### src/mdi_pkg.sv
// Constants and types shared by the motor driver interrupt signalling block
package mdi_pkg;

  // Clock and timing figures; the times are in ns
  localparam int unsigned CLK_PERIOD_NS = 5;
  localparam int unsigned PULSE_LOW_NS = 100000;
  localparam int unsigned PULSE_GAP_NS = 50000;
  localparam int unsigned REPEAT_NS = 10000000;
  // Least times round up to whole cycles
  localparam int unsigned LOW_CYC_DEF = (PULSE_LOW_NS + CLK_PERIOD_NS - 1) / CLK_PERIOD_NS;
  localparam int unsigned GAP_CYC_DEF = (PULSE_GAP_NS + CLK_PERIOD_NS - 1) / CLK_PERIOD_NS;
  localparam int unsigned REPEAT_CYC_DEF = (REPEAT_NS + CLK_PERIOD_NS - 1) / CLK_PERIOD_NS;
  localparam int CNT_W = 24;

  // Register byte offsets
  localparam logic [4:0] OFS_CTRL = 5'h00;
  localparam logic [4:0] OFS_SUP = 5'h04;
  localparam logic [4:0] OFS_THERM = 5'h08;
  localparam logic [4:0] OFS_DRAIN = 5'h0C;
  localparam logic [4:0] OFS_DEV = 5'h10;
  localparam logic [4:0] OFS_WAKE = 5'h14;
  localparam logic [4:0] OFS_STATE = 5'h18;

  // Control register layout
  localparam int CTRL_W = 10;
  localparam int CTRL_MASK_LSB = 0;
  localparam int CTRL_CYC_EN = 4;
  localparam int CTRL_WAKE_EN_LSB = 5;
  localparam int CTRL_BRAKE_EN = 8;
  localparam int CTRL_STATIC = 9;
  localparam logic [CTRL_W-1:0] CTRL_RST = 10'h03F;

  // Packed layout of all latched status bits
  localparam int SUP_LSB = 0;
  localparam int THERM_LSB = 8;
  localparam int DRAIN_LSB = 12;
  localparam int DEV_LSB = 20;
  localparam int WAKE_LSB = 22;
  localparam int STAT_W = 25;

  // Bits that may raise an interrupt in the supply and thermal groups, the brake bits and the wake source indices
  localparam logic [7:0] SUP_IRQ_BITS = 8'hF0;
  localparam logic [3:0] THERM_IRQ_BITS = 4'h7;
  localparam logic [7:0] DRAIN_BRAKE_BITS = 8'hE0;
  localparam int WAKE_PIN = 0;
  localparam int WAKE_TIMER = 1;
  localparam int WAKE_BRAKE = 2;

  typedef enum logic [2:0] {
    MODE_INIT = 3'h0,
    MODE_NORMAL = 3'h1,
    MODE_STOP = 3'h2,
    MODE_SLEEP = 3'h3,
    MODE_RESTART = 3'h4,
    MODE_FAILSAFE = 3'h5
  } mdi_mode_t;

  typedef enum logic [2:0] {
    ST_IDLE = 3'h1,
    ST_LOW = 3'h2,
    ST_GAP = 3'h4
  } mdi_state_t;

endpackage

### src/mdi_irq_ctrl.sv
// Interrupt signalling logic: status latching, masking, pulse timing, repeats
`timescale 1ns/1ps
`default_nettype none

// Overview of operation
// - In Normal and Stop, each interrupt drives the line low for the pulse low time.
// - Between two pulses the line stays high at least the gap time.
// - Raising an interrupt never changes the device operating mode.
// - Mask register enables the supply, thermal, bridge and link-error groups.
// - Latched wake events interrupt only when their source is enabled as wake source.
// - Group method and wake method trigger interrupts side by side.
// - Power-on, regulator faults and level-two shutdown never make a pulse.
// - Only link frame and checksum failures cause periodic repeat pulses.
// - No pulses in Restart, Fail-Safe or Sleep mode.
// - Entering Stop with uncleared wake or brake bits issues a pulse.
// - Readable status registers update at every falling edge of the pulse.
// - Every latched event stays latched until the host clears its register.
// - During Init the interrupt pin is sampled as development mode selector.
// - While link error status stays uncleared, extra pulses are generated periodically.
// - Cyclic interrupt enable bit switches periodic repeats off.
// - Events while the line is low merge into the current pulse.
// - Wake pin edges interrupt in Normal/Stop, wake the device in Sleep/Fail-Safe.
// - Init to Normal with static sensing and high wake pin sets flag, interrupts.
module mdi_irq_ctrl
  import mdi_pkg::*;
#(
  parameter int unsigned LOW_CYC = LOW_CYC_DEF,
  parameter int unsigned GAP_CYC = GAP_CYC_DEF,
  parameter int unsigned REPEAT_CYC = REPEAT_CYC_DEF
) (
  input wire logic sys_clk,
  input wire logic rst_n,
  input wire logic ce,
  input wire logic [4:0] avs_address,
  input wire logic avs_read,
  input wire logic avs_write,
  input wire logic [31:0] avs_writedata,
  output logic [31:0] avs_readdata,
  output logic avs_waitrequest,
  input wire logic [2:0] dev_mode,
  input wire logic [7:0] sup_evt,
  input wire logic [3:0] therm_evt,
  input wire logic [7:0] drain_evt,
  input wire logic [1:0] dev_evt,
  input wire logic timer_wake_evt,
  input wire logic wake_pin_filt,
  input wire logic irq_pin_in,
  output logic irq_out_low,
  output logic irq_oe,
  output logic wake_req,
  output logic sw_dev_sel
);

  logic [CTRL_W-1:0] ctrl;
  logic [STAT_W-1:0] live;
  logic [STAT_W-1:0] snap;
  logic [2:0] mode_q;
  logic wk_q;
  logic pend;
  logic [CNT_W-1:0] cnt;
  logic [CNT_W-1:0] cyc_cnt;
  mdi_state_t state;
  mdi_state_t next_state;
  logic [CNT_W-1:0] next_cnt;
  logic next_pend;

  // Bus decode; a write lands only at the edge that sees waitrequest low
  wire do_wr = avs_write & ~avs_waitrequest;
  wire bus_req = avs_read | avs_write;
  wire sel_ctrl = (avs_address == OFS_CTRL);
  wire sel_sup = (avs_address == OFS_SUP);
  wire sel_therm = (avs_address == OFS_THERM);
  wire sel_drain = (avs_address == OFS_DRAIN);
  wire sel_dev = (avs_address == OFS_DEV);
  wire sel_wake = (avs_address == OFS_WAKE);
  wire sel_state = (avs_address == OFS_STATE);
  wire [3:0] grp_mask = ctrl[CTRL_MASK_LSB +: 4];
  wire [2:0] wake_en = ctrl[CTRL_WAKE_EN_LSB +: 3];

  // Write-one-to-clear, each register onto its slice of the packed vector
  wire [STAT_W-1:0] clr_sel = {
    sel_wake ? avs_writedata[2:0] : 3'h0,
    sel_dev ? avs_writedata[1:0] : 2'h0,
    sel_drain ? avs_writedata[7:0] : 8'h0,
    sel_therm ? avs_writedata[3:0] : 4'h0,
    sel_sup ? avs_writedata[7:0] : 8'h0};
  wire [STAT_W-1:0] clr_vec = clr_sel & {STAT_W{do_wr}};

  // Software reads the snapshot, not the live bits
  wire [31:0] rd_val =
    sel_ctrl ? {22'h000000, ctrl} :
    sel_sup ? {24'h000000, snap[SUP_LSB +: 8]} :
    sel_therm ? {28'h0000000, snap[THERM_LSB +: 4]} :
    sel_drain ? {24'h000000, snap[DRAIN_LSB +: 8]} :
    sel_dev ? {30'h00000000, snap[DEV_LSB +: 2]} :
    sel_wake ? {29'h00000000, snap[WAKE_LSB +: 3]} :
    sel_state ? {26'h0000000, sw_dev_sel, pend, state, irq_out_low} :
    32'h00000000;

  // Mode qualification; the block only reads the mode, it never drives it
  wire mode_ok = (dev_mode == MODE_NORMAL) || (dev_mode == MODE_STOP);
  wire mode_sleepy = (dev_mode == MODE_SLEEP) || (dev_mode == MODE_FAILSAFE);
  wire wk_edge = wake_pin_filt ^ wk_q;

  // Static sensing: high pin on Init to Normal counts as a wake event
  wire wk_static = (mode_q == MODE_INIT) && (dev_mode == MODE_NORMAL) &&
    ctrl[CTRL_STATIC] && wake_pin_filt;
  wire brake_evt = ctrl[CTRL_BRAKE_EN] && |(drain_evt & DRAIN_BRAKE_BITS);

  // Wake bits latch only for sources enabled as wake source
  wire [2:0] wake_set = {
    brake_evt & wake_en[WAKE_BRAKE],
    timer_wake_evt & wake_en[WAKE_TIMER],
    ((wk_edge & mode_ok) | wk_static) & wake_en[WAKE_PIN]};
  wire [STAT_W-1:0] set_vec = {wake_set, dev_evt, drain_evt, therm_evt, sup_evt};
  wire [STAT_W-1:0] next_live = set_vec | (live & ~clr_vec);

  // Group hits skip the bits that force Restart or Fail-Safe, and power-on
  wire [3:0] grp_hit = {
    |dev_evt & grp_mask[3],
    |drain_evt & grp_mask[2],
    |(therm_evt & THERM_IRQ_BITS) & grp_mask[1],
    |(sup_evt & SUP_IRQ_BITS) & grp_mask[0]};
  wire evt_hit = (|grp_hit) | (|wake_set);

  // Stop entry with leftovers in the wake or brake bits
  wire stop_hit = (dev_mode == MODE_STOP) && (mode_q != MODE_STOP) &&
    ((|live[WAKE_LSB +: 3]) || (|(live[DRAIN_LSB +: 8] & DRAIN_BRAKE_BITS)));

  // Repeats follow only the link failure bits, gated by their mask too
  wire cyc_on = ctrl[CTRL_CYC_EN] && grp_mask[3] &&
    (|live[DEV_LSB +: 2]) && mode_ok;
  wire cyc_fire = cyc_on && (cyc_cnt == CNT_W'(REPEAT_CYC - 1));
  wire trig = mode_ok && (evt_hit || stop_hit || cyc_fire);
  wire pulse_start = (next_state == ST_LOW) && (state != ST_LOW);

  // Pulse sequencer
  always_comb begin
    next_state = state;
    next_cnt = cnt + 24'h000001;
    next_pend = (pend | trig) & mode_ok;
    case (state)
      ST_IDLE: begin
        next_cnt = 24'h000000;
        if (next_pend) begin
          next_state = ST_LOW;
          next_pend = 1'b0;
        end
      end
      ST_LOW: begin
        next_pend = 1'b0;
        if (cnt == CNT_W'(LOW_CYC - 1) || !mode_ok) begin
          next_state = ST_GAP;
          next_cnt = 24'h000000;
        end
      end
      ST_GAP: begin
        if (cnt == CNT_W'(GAP_CYC - 1)) begin
          next_state = ST_IDLE;
          next_cnt = 24'h000000;
        end
      end
      default: begin
        next_state = ST_IDLE;
        next_cnt = 24'h000000;
        next_pend = 1'b0;
      end
    endcase
  end

  // Bus slave: one wait cycle, then a single cycle with waitrequest low
  always_ff @(posedge sys_clk) begin
    if (!rst_n) begin
      avs_waitrequest <= 1'b1;
      avs_readdata <= 32'h00000000;
    end else if (ce) begin
      avs_waitrequest <= ~(bus_req & avs_waitrequest);
      if (bus_req & avs_waitrequest) begin
        avs_readdata <= rd_val;
      end
    end
  end

  // Control register
  always_ff @(posedge sys_clk) begin
    if (!rst_n) begin
      ctrl <= CTRL_RST;
    end else if (ce && do_wr && sel_ctrl) begin
      ctrl <= avs_writedata[CTRL_W-1:0];
    end
  end

  // Status bits: set beats a clear that lands in the same cycle
  genvar gi;
  generate
    for (gi = 0; gi < STAT_W; gi++) begin : g_stat
      always_ff @(posedge sys_clk) begin
        if (!rst_n) begin
          live[gi] <= 1'b0;
          snap[gi] <= 1'b0;
        end else if (ce) begin
          live[gi] <= next_live[gi];
          snap[gi] <= pulse_start ? next_live[gi] : (snap[gi] & ~clr_vec[gi]);
        end
      end
    end
  endgenerate

  // Sequencer and history registers
  always_ff @(posedge sys_clk) begin
    if (!rst_n) begin
      state <= ST_IDLE;
      cnt <= 24'h000000;
      pend <= 1'b0;
      mode_q <= MODE_INIT;
      wk_q <= 1'b0;
    end else if (ce) begin
      state <= next_state;
      cnt <= next_cnt;
      pend <= next_pend;
      mode_q <= dev_mode;
      wk_q <= wake_pin_filt;
    end
  end

  // Repeat timer restarts whenever its condition drops
  always_ff @(posedge sys_clk) begin
    if (!rst_n) begin
      cyc_cnt <= 24'h000000;
    end else if (ce) begin
      cyc_cnt <= (cyc_on && !cyc_fire) ? cyc_cnt + 24'h000001 : 24'h000000;
    end
  end

  // Pin outputs; in Init the pin is released so the strap level can be read
  always_ff @(posedge sys_clk) begin
    if (!rst_n) begin
      irq_out_low <= 1'b1;
      irq_oe <= 1'b0;
      sw_dev_sel <= 1'b0;
      wake_req <= 1'b0;
    end else if (ce) begin
      irq_out_low <= (next_state != ST_LOW);
      irq_oe <= (dev_mode != MODE_INIT);
      if (dev_mode == MODE_INIT) begin
        sw_dev_sel <= irq_pin_in;
      end
      wake_req <= wk_edge & mode_sleepy & wake_en[WAKE_PIN];
    end
  end

  // Helper run counters for the timing checks below
  logic [CNT_W-1:0] low_run;
  logic [CNT_W-1:0] hi_run;
  always_ff @(posedge sys_clk) begin
    if (!rst_n) begin
      low_run <= 24'h000000;
      hi_run <= 24'hFFFFFF;
    end else if (ce) begin
      low_run <= irq_out_low ? 24'h000000 : low_run + 24'h000001;
      if (!irq_out_low) begin
        hi_run <= 24'h000000;
      end else if (hi_run != 24'hFFFFFF) begin
        hi_run <= hi_run + 24'h000001;
      end
    end
  end
endmodule

`default_nettype wire

### config.mk
export PLATFORM = sky130hd
export DESIGN_NAME = mdi_irq_ctrl
export DESIGN_NICKNAME = d
export VERILOG_FILES = /design/src/mdi_pkg.sv /design/src/mdi_irq_ctrl.sv
export SDC_FILE = /design/constraint.sdc
export NUM_CORES = 1
export LEC_CHECK = 0
export ABC_CLOCK_PERIOD_IN_PS = 3300
export BUFFER_PORTS_ARGS = -buffer_cell sky130_fd_sc_hd__buf_2
export CELL_PAD_IN_SITES_DETAIL_PLACEMENT = 1
export CELL_PAD_IN_SITES_GLOBAL_PLACEMENT = 2
export CORE_MARGIN = 4
export CORE_UTILIZATION = 36
export DETAILED_ROUTE_END_ITERATION = 6
export GPL_TIMING_DRIVEN = 0
export MAX_ROUTING_LAYER = met4
export PLACE_DENSITY_LB_ADDON = 0.1
export SLEW_MARGIN = 20
export SYNTH_ARGS = -nofsm -noshare
export SYNTH_HDL_FRONTEND = slang
export SYNTH_SLANG_ARGS = --single-unit
### constraint.sdc
create_clock -name sys_clk -period 3.3 [get_ports sys_clk]
set_input_delay 0.33 -clock sys_clk [delete_from_list [all_inputs] [get_ports sys_clk]]
set_output_delay 0.33 -clock sys_clk [all_outputs]
set_load 0.005 [all_outputs]
* Yosys cells after proc, flatten, opt, wreduce, memory -nomap -nowiden *
Index checks and enable logic that the tools add are counted.
W data, S select, Z words.

word-level totals
  register bits = 153
  bits in latches = 0
  RAM bits = 0
  memory bits (read-only) = 0
  input bits = 70
  output and inout bits = 37
  logic and storage cells = 244
  memories kept = 0

cells by class
  add/subtract/negate cells = 2
  $mul = 0
  div/mod/pow operators = 0
  $lt $le $gt $ge = 0
  eq/ne operators = 20
  shifts and indexed selects = 0
  muxes and demuxes = 46
  bitwise gates (word level) = 74
  reduce and logical (&&, ||, !) cells = 39

operators with widths
  cell                     number
  $mux W24                 3
  $and A25 B25 Y25         2
  $add A24 B1 Y24 const B  2
  $pmux W24 S2             1
  $mux W8                  5
  $and A1 B1 Y1            38
  $not A1 Y1               27
  $mux W1                  26
  $not A25 Y25             1
  $or A25 B25 Y25          1
  $eq A24 B14 Y1 const B   1
  $eq A24 B15 Y1 const B   1
  $eq A24 B21 Y1 const B   1
  $mux W6                  3
  $eq A5 B5 Y1 const B     3
  $logic_and A1 B1 Y1      15
  $reduce_or A3 Y1         5
  $eq A3 B2 Y1 const B     4
  $mux W3                  4
  $eq A5 B4 Y1 const B     2
  $mux W10                 1
  $ne A3 B2 Y1 const B     3
  $pmux W3 S3              1
  $reduce_or A4 Y1         2
  other kinds (15)         29

* Depth between registers and ports, before layout *
  depth in word-level cells = 18
  gate-level depth with buffers = 8
  gate-level depth less buffers = 7

* Least setup slack after synthesis *
Ideal clock, no wire load.

  kind = input to register
  start = input port drain_evt[5]
  end = register snap[0]
  data arrival time = 2.109 ns
  data required time = 3.173 ns
  slack = 1.064 ns
  stages on the path = 7
  cells stage by stage = or3_1 and3_4 a2111o_1 nor4_4 nand3b_4 buf_6 o22ai_2

between the ends
  longest elaborated chain between the ends = 15
  elaborated cells on any way between the ends = 18
  classes of those cells = 1 x eq/ne; 3 x mux; 5 x bitwise; 9 x reduce/logical

RTL lines
  element                               RTL line             source
  from (decl)                           mdi_irq_ctrl.sv:43   input wire logic [7:0] drain_evt,
  $reduce_or A3 Y1                      mdi_irq_ctrl.sv:108  wire brake_evt = ctrl[CTRL_BRAKE_EN] && |(drain_evt & DRAIN_BRAKE_BITS);
  $logic_and A1 B1 Y1                   mdi_irq_ctrl.sv:108
  $and A1 B1 Y1                         mdi_irq_ctrl.sv:112  brake_evt & wake_en[WAKE_BRAKE],
  $reduce_or A3 Y1                      mdi_irq_ctrl.sv:124  wire evt_hit = (|grp_hit) | (|wake_set);
  $or A1 B1 Y1 (*)                      mdi_irq_ctrl.sv:124
  $logic_or A1 B1 Y1 (*) (2 in series)  mdi_irq_ctrl.sv:134  wire trig = mode_ok && (evt_hit || stop_hit || cyc_fire);
  $logic_and A1 B1 Y1 (*)               mdi_irq_ctrl.sv:134
  $or A1 B1 Y1 (*)                      mdi_irq_ctrl.sv:141  next_pend = (pend | trig) & mode_ok;
  $and A1 B1 Y1 (*)                     mdi_irq_ctrl.sv:141
  $mux W3 (*)                           mdi_irq_ctrl.sv:145  if (next_pend) begin
  $pmux W3 S3 (*)                       mdi_irq_ctrl.sv:142  case (state)
  $eq A3 B2 Y1 (*)                      mdi_irq_ctrl.sv:135  wire pulse_start = (next_state == ST_LOW) && (state != ST_LOW);
  $logic_and A1 B1 Y1 (*)               mdi_irq_ctrl.sv:135
  $mux W1 (*)                           mdi_irq_ctrl.sv:203  snap[gi] <= pulse_start ? next_live[gi] : (snap[gi] & ~clr_vec[gi]);
  to (signal, indexed assignment)       mdi_irq_ctrl.sv:203
  to (decl)                             mdi_irq_ctrl.sv:56   logic [STAT_W-1:0] snap;

Mark *: on every way between the ends. The rest lies on a longest branch, timed or not.
A chain may end at the register's enable or synchronous reset.

* Final worst setup path *
  start = register cnt[0]
  end = register cnt[20]

between the ends
  longest elaborated chain between the ends = 4
  elaborated cells on any way between the ends = 7
  classes of those cells = 1 x add/sub; 2 x eq/ne; 3 x mux; 1 x reduce/logical

RTL lines
  element                                                  RTL line             source
  from (decl)                                              mdi_irq_ctrl.sv:60   logic [CNT_W-1:0] cnt;
  from (signal assigned)                                   mdi_irq_ctrl.sv:219  cnt <= next_cnt;
  branches (longest 3 deep; another with $add A24 B1 Y24)  --
  $pmux W24 S2 (*)                                         mdi_irq_ctrl.sv:142

Mark *: on every way between the ends.

==> impl_metrics.yaml <==
detailed_routing:
  vias: 5871
  vias_per_cell: 5.406
  post_drt_wl_per_cell_um: 19.24
  ant_nets: 0
  drt_drc_violations_left: 0
  drtIter0Drc: 316
  wirelength_um: 20900
  dr.pass1.iters: 5
hold_path:
  holdPathEnd: "ctrl[0]"
  holdPathStages: 3
  hp-class: "in2reg"
  worstHoldStart: "avs_writedata[0]"
timing:
  timing.setup.tns_ps: 0
  clock_skew_ps: 7.589
  finalHoldViolCount: 0
  finalCritPeriodShare_pct: 82.77
  finalSetupViolCount: 0
  fin_ws_ps: 568.7
  layout_min_cycle_time_ps: 2731
  tightest_slew_ps: 951.0
  relSlewSlack_pct: 36.32
  slew_viol_final: 0
  max_freq_mhz: 366.1
  whs_ps: 135.4
  rsz0062_at_grt: "no"
worst_setup_path:
  reg2reg_from: "cnt[0]"
  crit_chain: "ha_1 -> nor4b_1 -> and4_1 -> and3_1 -> o21ai_0 -> o21ai_0 -> clkbuf_1 -> nor2_1"
  crit_fanout: 10
  reg2reg_to: "cnt[20]"
  crit_arrival_ps: 3020
  r2r_cells: 8
  cp-end-kind: "flip-flop"
  cp_common_cell: "o21ai_0"
  path_class: "reg2reg"
  critPathMaxStageDelay_ps: 440
  critPathLaunchType: "flip-flop"
  cp_slowest_cell: "o21ai_0"
  worst-r2r-setup-slack_ps: 570
  worst-path-buf-inv: 1
  required_ps: 3580
  cp_top_family: "simple AND/OR/NAND/NOR gates"
clock_network:
  clockBufferDepth: 2
  cts_root_buffer: "clkbuf_16"
  clk_pin_slew_worst_paths_ps: 60
  post-cts-setup-buffers: 0
  h-tree-depth: 4
  clock_sinks: 131
  clock_latency_ps: 420
  cts_buffers: 17
  cts_tree: "done"
  postCtsHoldBufs: 0
  cts_resized: 0
power:
  p_leak_nw: 3.106
  p_per_area_nw_per_um2: 527.9
  ir_worst_vdd_mv: 0.3683
  total_power_mw: 4.032
synthesis:
  syn_avg_cell_area_um2: 8.494
  ys_seq_area_share_pct: 41.33
  synth-edff-count: 0
  syn_area_um2: 6345
  yosysWarningCount: 0
  ys_seq_elements: 131
  postSynth.asyncResetShare_pct: 0
  synth_ff_type: "dfxtp_1"
  synth_cells: 747
  synth_cell_types: 61
floorplanning:
  start_util_pct: 36.68
  die_height_um: 140.8
  die-area_um2: 19810
  row_count: 48
  ios: 107
  die_x_um: 140.8
  design.core.area_um2: 17300
cells_and_area:
  drive_gt1_share_pct: 15.80
  n_antenna_cell: 0
  area_growth_pct: 20.37
  final_cells: 1086
  fin_nets: 920
global_routing:
  grt_pass1_wl_um: 34070
  grt-ovfl-total: 0
  antenna_found_initial: 0
  grt_use_total_pct: 22.36
  grt_pass1_vias: 6293
  grt_max_degree: 17
place:
  placedCellCount: 1054
  gp_congestion: 0.8699
  numPortBuffers: 61
  dp_hpwl_um: 15650
  place_ws_ps: 402.3
job:
  drv_cap: 0
outcome:
  status: "finished clean"
metrics by stage:
| stage | area [um^2] | util, % |
|---|---|---|
| 2_1_floorplan | 6424 | - |
| 3_3_place_gp | 7010 | 40.53 |
| 3_5_place_dp | 7017 | 40.57 |
| 4_1_cts | 7631 | 44.12 |
| 5_1_grt | 7637 | 44.16 |
| 6_report | 7637 | 44.16 |
Yosys cell counts, drive strengths merged, types with 2 or more instances:
master	instances	area (um^2)
nand2b	3	18.77
nor2	76	285.3
inv	12	45.04
a21o	2	15.01
ha	2	25.02
or3	5	31.28
a222oi	2	20.02
or4	3	22.52
xnor2	18	157.7
clkbuf	23	86.33
and3	11	73.82
a221oi	3	26.28
xor2	30	262.8
dfxtp	131	2623
o22ai	27	181.4
o31ai	2	15.01
nor4bb	5	50.05
o21ai	40	204.0
nand4	16	100.1
a2111oi	2	18.77
nor4	10	83.83
o21a	2	15.01
mux2	3	33.78
o211a	29	290.3
nand2	97	364.1
nand3b	3	35.03
nor2b	18	112.6
o211ai	6	45.04
a21boi	5	37.54
nor4b	3	26.28
and4	6	52.55
buf	36	251.5
mux2i	14	140.1
and2	7	45.04
o2111ai	3	26.28
nand4b	2	17.52
a22oi	5	37.54
nand3	34	170.2
a2bb2oi	4	35.03
a21oi	32	160.2
a31oi	2	12.51
nor3	7	40.04
tightest hold or removal path: cells and delay by family:
family                 cells  cell delay (ps)
buffers and inverters      1               90
multiplexers               1               60
AND/OR/NAND/NOR            1               60
flip-flops by register name (all words and copies together), names as in the netlist, 3 cells and up:
name / cells
snap: 25
mode_q: 3
ctrl: 10
state: 3
cyc_cnt: 24
cnt: 24
avs_readdata: 10
live: 25
layout by cell type (no fill, tap or decap), types with 25 or more instances in the layout:
master	n
dfxtp_1	131
o211a_1	29
nand2_1	97
o21ai_0	39
o22ai_1	25
clkbuf_1	25
nand3_1	34
xor2_1	30
nor2_1	76
buf_2	64
a21oi_1	32
area by class of cell:
type                            count  area, um^2
Fill cell                        2089        9659
Multi-Input combinational cell    566        3431
Sequential cell                   131        2623
Clock buffer                       23       488.0
Buffer                             59       337.8
Timing Repair Buffer               61       305.3
Tap cell                          225       281.5
Clock inverter                      9       126.4
Inverter                           12       45.04
cells by family after synthesis:
group	after synthesis	share of synthesized area [%]
other	1	0.05910
AND/OR/NAND/NOR	307	24.20
XOR/XNOR	48	6.626
adder cells (fa/ha/maj)	2	0.3943
AO/OA/AOI/OAI	170	18.62
buffers and inverters	71	6.034
flip-flops	131	41.33
multiplexers	17	2.741
routing by layer:
| metal | global-route usage, % | vias up | share of wire, % |
|---|---|---|---|
| met3 | 5.326 | 25 | 4.4 |
| li1 | - | 2840 | - |
| met4 | 6.272 | 0 | 1.7 |
| met2 | 38.94 | 141 | 51 |
| met5 | - | - | 0 |
| met1 | 25.74 | 2865 | 43 |
worst max path at each step:
stage / start / cells after the start / slack (ps) / end
after floorplan: drain_evt[5] / 7 / 1060 / snap[0]
after detailed placement: avs_address[1] / 7 / 400 / ctrl[1]
after global routing: cnt[0] / 8 / 300 / cnt[20]
after global placement: avs_address[1] / 8 / 160 / live[3]
final: cnt[0] / 8 / 570 / cnt[20]
after CTS: cnt[0] / 8 / 530 / cnt[20]
power breakdown:
group          leakage, nW  total (mW)  switching (mW)  internal, mW
clock network        0.303        1.99           0.722          1.26
registers             1.07        1.68          0.0381          1.64
logic                 1.74       0.364           0.220         0.144
(Power assumes the default switching activity.)
